$ cat src/pkg/pic_pkg.sv
// Functional notes
// one 8-bit down-counter decremented by carries of its own 6-bit prescaler
// at end-of-count halt in single-pass mode or reload and continue in continuous
// new initial values load at once by load bit or deferred to next end-of-count
// initial-value registers accept writes while counting without stopping the count
// internal source gives a timer clock of the internal clock divided by four
// divider, prescaler and counter form one synchronous 16-bit chain on one clock
// the chain may instead be driven by an external timer input pin
// output pin selectable to carry the counter toggle or the internal clock
// timer output toggles each time the counter reaches end-of-count
// counting runs autonomously once started, no per-count processor action
// control bits select mode, start/stop, and use of input and output pins
// counter, prescaler and mode registers are plain readable writable locations; the counter offset reads the live count, writes go to the initial value
// prescaler modulo in upper six bits; zero divides by 64, one passes through
// load bit copies both initial values, restarts count, clears itself next clock
// counter rests while enable is zero; first decrement four clocks after setting
// counter and prescaler both at end-of-count raise the timer interrupt request
// count reads live without disturbance; clearing enable freezes, setting resumes
// timer output toggle flip-flop preset to one on every software load
package pic_pkg;

  // register offsets
  localparam logic [7:0] OFS_TIMER_MODE_REG = 8'hf1;
  localparam logic [7:0] OFS_INTERVAL_COUNTER = 8'hf2;
  localparam logic [7:0] OFS_PRESCALER_REG = 8'hf3;
  localparam logic [7:0] OFS_IRQ_STATUS = 8'hf4;
  localparam logic [7:0] OFS_IRQ_MASK = 8'hf5;

  // timer mode fields
  localparam int TMR_OUT_SEL_HI = 7;
  localparam int TMR_OUT_SEL_LO = 6;
  localparam int TMR_ENABLE_BIT = 3;
  localparam int TMR_LOAD_BIT = 2;

  // prescaler fields
  localparam int PRE_MOD_HI = 7;
  localparam int PRE_MOD_LO = 2;
  localparam int PRE_EXT_BIT = 1;
  localparam int PRE_CONT_BIT = 0;

  // output select codes
  localparam logic [1:0] OUT_SEL_OFF = 2'h0;
  localparam logic [1:0] OUT_SEL_TOGGLE = 2'h2;
  localparam logic [1:0] OUT_SEL_CLOCK = 2'h3;

  // divider and reset values
  localparam logic [1:0] DIV_LAST = 2'h3;
  localparam logic [7:0] RST_TIMER_MODE = 8'h00;
  localparam logic [7:0] RST_PRESCALER = 8'h00;
  localparam logic [7:0] RST_COUNTER = 8'h00;
  localparam logic [7:0] RST_IRQ_MASK = 8'h00;
  localparam int IRQ_EOC_BIT = 0;

  typedef struct packed {
    logic [7:0] addr;
    logic [7:0] wdata;
    logic       wr;
    logic       rd;
  } pic_bus_req_s;

endpackage

$ cat src/rtl/pic_interval_counter.sv
`timescale 1ns/10ps
module pic_interval_counter
  import pic_pkg::*;
(
  // clock and reset
  input  wire logic         i_clk_sys,
  input  wire logic         i_rstn,
  // register port
  input  wire pic_bus_req_s i_bus,
  output logic [7:0]        o_rdata,
  // timer pins
  input  wire logic         i_port5_line2,
  output logic              o_port5_line6,
  output logic              o_port5_line6_oe_n,
  // interrupt
  output logic              o_timer_irq_line
);

  logic [7:0] timer_mode_reg_q;
  logic [7:0] prescaler_reg_q;
  logic [7:0] initial_count_q;
  logic [7:0] interval_counter_q;
  logic [5:0] pre_cnt_q;
  logic [1:0] div_q;
  logic       load_q;
  logic       done_q;
  logic       toggle_q;
  logic       clk_half_q;
  logic       ext_prev_q;
  logic [7:0] irq_status_q;
  logic [7:0] irq_status_d;
  logic [7:0] irq_mask_q;
  logic [7:0] rdata_q;
  logic       pin_q;
  logic       pin_oe_n_q;
  logic       irq_q;

  logic       wr_tmr;
  logic       wr_cnt;
  logic       wr_pre;
  logic       enable;
  logic       ext_sel;
  logic       cont_mode;
  logic       tick;
  logic       pre_carry;
  logic       eoc;
  logic       sw_load;
  logic       en_rise;
  logic [1:0] out_sel;

  assign wr_tmr    = i_bus.wr && (i_bus.addr == OFS_TIMER_MODE_REG);
  assign wr_cnt    = i_bus.wr && (i_bus.addr == OFS_INTERVAL_COUNTER);
  assign wr_pre    = i_bus.wr && (i_bus.addr == OFS_PRESCALER_REG);
  assign enable    = timer_mode_reg_q[TMR_ENABLE_BIT];
  assign ext_sel   = prescaler_reg_q[PRE_EXT_BIT];
  assign cont_mode = prescaler_reg_q[PRE_CONT_BIT];
  assign out_sel   = timer_mode_reg_q[TMR_OUT_SEL_HI:TMR_OUT_SEL_LO];
  assign sw_load   = wr_tmr && i_bus.wdata[TMR_LOAD_BIT];
  assign en_rise   = wr_tmr && i_bus.wdata[TMR_ENABLE_BIT] && !enable;

  // timer clock: every fourth clock or external rising edge
  assign tick = enable && (ext_sel ? (i_port5_line2 && !ext_prev_q)
                                   : (div_q == DIV_LAST));
  // carry when prescaler passes its last step; zero modulo wraps through 64 steps
  assign pre_carry = tick && (pre_cnt_q == 6'h01 || prescaler_reg_q[PRE_MOD_HI:PRE_MOD_LO]
                     == 6'h01 && pre_cnt_q == 6'h01);
  assign eoc = pre_carry && !done_q && (interval_counter_q == 8'h01);

  // mode register; load bit is held one clock only
  always_ff @(posedge i_clk_sys)
  begin
    if (!i_rstn)
    begin
      timer_mode_reg_q <= RST_TIMER_MODE;
      load_q           <= 1'b0;
    end
    else
    begin
      if (wr_tmr)
      begin
        timer_mode_reg_q <= i_bus.wdata & ~(8'h01 << TMR_LOAD_BIT);
      end
      load_q <= sw_load;
    end
  end

  // initial-value registers, writable at any time
  always_ff @(posedge i_clk_sys)
  begin
    if (!i_rstn)
    begin
      prescaler_reg_q <= RST_PRESCALER;
      initial_count_q <= RST_COUNTER;
    end
    else
    begin
      if (wr_pre)
      begin
        prescaler_reg_q <= i_bus.wdata;
      end
      if (wr_cnt)
      begin
        initial_count_q <= i_bus.wdata;
      end
    end
  end

  // divide-by-four stage, restarted when counting is enabled
  always_ff @(posedge i_clk_sys)
  begin
    if (!i_rstn)
    begin
      div_q      <= 2'h0;
      clk_half_q <= 1'b0;
      ext_prev_q <= 1'b0;
    end
    else
    begin
      clk_half_q <= !clk_half_q;
      ext_prev_q <= i_port5_line2;
      if (en_rise)
      begin
        div_q <= 2'h0;
      end
      else if (enable)
      begin
        div_q <= div_q + 2'h1;
      end
    end
  end

  // prescaler down-counter, always free running while enabled
  always_ff @(posedge i_clk_sys)
  begin
    if (!i_rstn)
    begin
      pre_cnt_q <= 6'h00;
    end
    else if (sw_load || (en_rise && done_q))
    begin
      // restart from the programmed modulo
      pre_cnt_q <= prescaler_reg_q[PRE_MOD_HI:PRE_MOD_LO];
    end
    else if (tick)
    begin
      if (pre_cnt_q == 6'h01)
      begin
        pre_cnt_q <= prescaler_reg_q[PRE_MOD_HI:PRE_MOD_LO];
      end
      else
      begin
        pre_cnt_q <= pre_cnt_q - 6'h01;
      end
    end
  end

  // interval counter; frozen while enable is low
  always_ff @(posedge i_clk_sys)
  begin
    if (!i_rstn)
    begin
      interval_counter_q <= RST_COUNTER;
      done_q             <= 1'b0;
    end
    else if (sw_load)
    begin
      interval_counter_q <= initial_count_q;
      done_q             <= 1'b0;
    end
    else if (eoc)
    begin
      if (cont_mode)
      begin
        interval_counter_q <= initial_count_q;
      end
      else
      begin
        interval_counter_q <= 8'h00;
        done_q             <= 1'b1;
      end
    end
    else if (pre_carry && !done_q)
    begin
      interval_counter_q <= interval_counter_q - 8'h01;
    end
  end

  // toggle flip-flop, preset by software load
  always_ff @(posedge i_clk_sys)
  begin
    if (!i_rstn)
    begin
      toggle_q <= 1'b1;
    end
    else if (sw_load)
    begin
      toggle_q <= 1'b1;
    end
    else if (eoc)
    begin
      toggle_q <= !toggle_q;
    end
  end

  // output pin
  always_ff @(posedge i_clk_sys)
  begin
    if (!i_rstn)
    begin
      pin_q      <= 1'b0;
      pin_oe_n_q <= 1'b1;
    end
    else
    begin
      pin_oe_n_q <= (out_sel != OUT_SEL_TOGGLE) && (out_sel != OUT_SEL_CLOCK);
      unique case (out_sel)
        OUT_SEL_TOGGLE: pin_q <= toggle_q;
        OUT_SEL_CLOCK:  pin_q <= clk_half_q;
        default:        pin_q <= 1'b0;
      endcase
    end
  end

  // interrupt status, set wins over write-one clear
  always_comb
  begin
    irq_status_d = irq_status_q;
    if (i_bus.wr && (i_bus.addr == OFS_IRQ_STATUS))
    begin
      irq_status_d = irq_status_q & ~i_bus.wdata;
    end
    if (eoc)
    begin
      irq_status_d[IRQ_EOC_BIT] = 1'b1;
    end
  end

  always_ff @(posedge i_clk_sys)
  begin
    if (!i_rstn)
    begin
      irq_status_q <= 8'h00;
      irq_mask_q   <= RST_IRQ_MASK;
      irq_q        <= 1'b0;
    end
    else
    begin
      irq_status_q <= irq_status_d;
      if (i_bus.wr && (i_bus.addr == OFS_IRQ_MASK))
      begin
        irq_mask_q <= i_bus.wdata & 8'h01;
      end
      irq_q <= |(irq_status_d & irq_mask_q);
    end
  end

  // read data, one cycle after the strobe
  always_ff @(posedge i_clk_sys)
  begin
    if (!i_rstn)
    begin
      rdata_q <= 8'h00;
    end
    else if (i_bus.rd)
    begin
      unique case (i_bus.addr)
        OFS_TIMER_MODE_REG:   rdata_q <= timer_mode_reg_q | {5'h00, load_q, 2'h0};
        OFS_INTERVAL_COUNTER: rdata_q <= interval_counter_q;
        OFS_PRESCALER_REG:    rdata_q <= prescaler_reg_q;
        OFS_IRQ_STATUS:       rdata_q <= irq_status_q;
        OFS_IRQ_MASK:         rdata_q <= irq_mask_q;
        default:              rdata_q <= 8'h00;
      endcase
    end
    else
    begin
      rdata_q <= 8'h00;
    end
  end

  assign o_rdata            = rdata_q;
  assign o_port5_line6      = pin_q;
  assign o_port5_line6_oe_n = pin_oe_n_q;
  assign o_timer_irq_line   = irq_q;

endmodule

$ cat config.mk
export PLATFORM = sky130hd
export DESIGN_NAME = pic_interval_counter
export DESIGN_NICKNAME = d
export VERILOG_FILES = /design/src/pkg/pic_pkg.sv /design/src/rtl/pic_interval_counter.sv
export SDC_FILE = /design/constraint.sdc
export NUM_CORES = 1
export LEC_CHECK = 0
export BUFFER_PORTS_ARGS = -buffer_cell sky130_fd_sc_hd__clkbuf_2
export CAP_MARGIN = 40
export CORE_ASPECT_RATIO = 1.2
export CORE_MARGIN = 10
export CORE_UTILIZATION = 60
export DETAILED_ROUTE_END_ITERATION = 10
export PLACE_DENSITY = 0.81
export SYNTH_ARGS = -nofsm -noshare
export SYNTH_HDL_FRONTEND = slang
export SYNTH_SLANG_ARGS = --single-unit
export TNS_END_PERCENT = 10
$ cat constraint.sdc
create_clock -name i_clk_sys -period 5.2 [get_ports i_clk_sys]
set_clock_uncertainty 0.1 [all_clocks]
set_input_delay 1.56 -clock i_clk_sys [delete_from_list [all_inputs] [get_ports i_clk_sys]]
set_output_delay 1.56 -clock i_clk_sys [all_outputs]
set_load 0.01 [all_outputs]
==> impl_metrics.tcl <==
set metrics [dict create \
    gp_congestion 0.868 \
    start_util 0.619 \
    synth.top_cell.area_share 0.422 \
    synth_edf_count 0 \
    finish.utilization 0.691 \
    setup_viol 0 \
    peakVddDrop_mv 0.225 \
    drv_cap 0 \
    synth_area_leaders "dfxtp_1, nand2_1, a21oi_1" \
    grt_pass1_wl_um 13300 \
    use_met2 0.301 \
    period_share 0.666 \
    yosys-top-cells-count "dfxtp_1, nand2_1, nor2_1, a21oi_1, mux2i_1" \
    ant_nets 0 \
    cts_tree "yes" \
    grt_antenna_before_repair 0 \
    status "complete, no violations" \
    post_cts_buffers 0 \
    drv_slew 0 \
    row_count 28 \
    synth_area_um2 3030 \
    min_path_type "register to register" \
    cp-start-kind "input port" \
    root_buffer "clkbuf_8" \
    synth_cell_type_count 52 \
    p_leak_uw 0.00132 \
    yosys_register_bits 64 \
    postCtsHoldBufs 0 \
    slowest_stage "or4_1" \
    diodes 0 \
    crit_chain "clkbuf_2, nand2b_1, or4_1, nor2_2, a21oi_1, o22ai_1, nor2_1" \
    nNetsFinal 418 \
    place_hpwl_um 5740 \
    cp_max_fo 14 \
    cp.required_ns 5.32 \
    use_met1 0.242 \
    placed_cells 441 \
    port_buffers 31 \
    syn_avg_cell_area_um2 8.20 \
    synth_seq_area_share 0.422 \
    grt_pass1_vias 2674 \
    synth_cells 370 \
    grtUsageTotal 0.195 \
    wirelength_um 8080 \
    die_h_um 97.9 \
    drtPass1Iterations 4 \
    async_reset_ff_frac 0 \
    critPathBufInv 1 \
    ys_warn_count 0 \
    hold_viol_final 0 \
    fin_cells 456 \
    clkLatencyLatePin_ns 0.35 \
    setup_ws_ns 1.73 \
    cts_sinks 64 \
    powerDensity_nw_per_um2 279 \
    syn_nets 396 \
    avgRoutedWirePerCell_um 17.7 \
    final.fill_count 407 \
    die_area_um2 8310 \
    h-tree-depth 3 \
    slew-limit-headroom 0.341 \
    dpl_worst_slack_ns 1.44 \
    grt.met3_usage 0.0449 \
    rsz0062_at_grt "false" \
    grt_max_degree 21 \
    cp_top_family "simple AND/OR/NAND/NOR gates" \
    clock_path_buffers 2 \
    die_x_um 84.9 \
    critPathMaxStageDelay_ns 0.82 \
    min_period_ns 3.47 \
    crit_arrival_ns 3.59 \
    fmax_mhz 289 \
    coreArea_um2 4900 \
    grt_busiest_layer "met2" \
    pin_count 32 \
    cts_buffers 9 \
    drtIter0Drc 252 \
    cts_resized 0 \
    synth_most_common_cell "dfxtp_1" \
    drive_gt1_frac 0.141 \
    drc_errors 0 \
    routed_via_density 6.21 \
    worst_pin_slew_ns 0.979 \
    grt_overflow 0 \
    synth_largest_area_cell "dfxtp_1" \
    yosys_most_used_dff "dfxtp_1" \
    finalSetupTns_ns 0 \
    critPathKind "input port to register" \
    end_kind "register" \
    vias 2833 \
    area_growth_pct 11.6 \
    clk_pin_slew_ns 0.06 \
]
worst paths after layout:
check | from | end | slack [ns] | cells after the start
worst max-delay path | i_bus[10] | pre_cnt_q[1]$_SDFFE_PN0P_ | 1.73 | 7
worst max register to register | interval_counter_q[2]$_SDFFE_PN0P_ | interval_counter_q[2]$_SDFFE_PN0P_ | 2.95 | 6
worst min-delay path | clk_half_q$_SDFF_PN0_ | clk_half_q$_SDFF_PN0_ | 0.33 | 1
worst min register to register | clk_half_q$_SDFF_PN0_ | clk_half_q$_SDFF_PN0_ | 0.33 | 1
sequential cells by signal (all words and copies together), names as in the netlist, 2 cells and up:
register and flops:
pre_cnt_q 6, o_rdata 8, div_q 2, timer_mode_reg_q 7, interval_counter_q 8, irq_status_q 8
initial_count_q 8, prescaler_reg_q 8
stage by stage:
stage	instance area (um^2)	hold slack, ns	power (uW)
floorplan	3030	0.289	524
global placement	3170	0.299	540
detailed placement	3200	0.317	543
CTS	3390	0.330	949
global route	3390	0.337	973
finish	3390	0.325	945
layer usage:
metal  routed length, um  vias up
li1                    -     1346
met1                3450     1327
met2                3800      143
met3                 619       17
met4                 216        0
met5                   0        -
cells by family after synthesis:
group           after synthesis  share of synthesized area
compound gates               87                      0.175
xor+xnor                      3                    0.00866
fa+ha+maj                     5                     0.0206
buf+inv                      30                     0.0412
flops                        64                      0.422
mux                          22                     0.0742
simple gates                159                      0.258
layout by cell type (no fill, tap or decap), types with 2 or more instances in the layout:
master	count
nand2_1	58
and3b_1	2
xnor2_1	2
clkbuf_8	10
a31oi_1	7
o21ai_1	3
a21o_1	2
nor4_1	3
nor3_1	5
clkinv_2	3
nand3_1	15
nor2b_1	4
and2_1	6
nor2_1	39
or3_1	2
nand4_1	3
o22ai_1	4
a22oi_1	7
inv_1	8
mux2i_1	18
nand2b_1	5
o22a_1	6
clkbuf_2	31
a211oi_1	3
mux2_2	4
dfxtp_1	64
o21ai_0	9
nor3_4	2
ha_1	5
and3_1	2
nand4b_1	3
o211ai_1	2
or4_1	2
o31ai_1	2
a21oi_1	36
power breakdown:
group	internal [uW]	total, uW	switching [uW]
Combinational	13.0	41.2	28.1
Clock	229	412	183
Sequential	491	492	0.684
Total	734	945	212
worst register-to-register path: cells and delay by family (launching register included):
kind,cells,cell delay (ns)
and+or+nand+nor,4,1.46
DFF,1,0.37
AOI/OAI and AO/OA,2,0.23
cell type report:
cell class              count  area (um^2)  share of cell area
well taps                  60         75.1              0.0222
clock buffers              11          141              0.0417
flip-flops and latches     64         1280               0.378
repair buffers             32          183              0.0539
multi-input cells         276         1630               0.481
inverters                   9         33.8             0.00997
clock inverters             4         45.0              0.0133
Power figures use the tool's default switching activity.
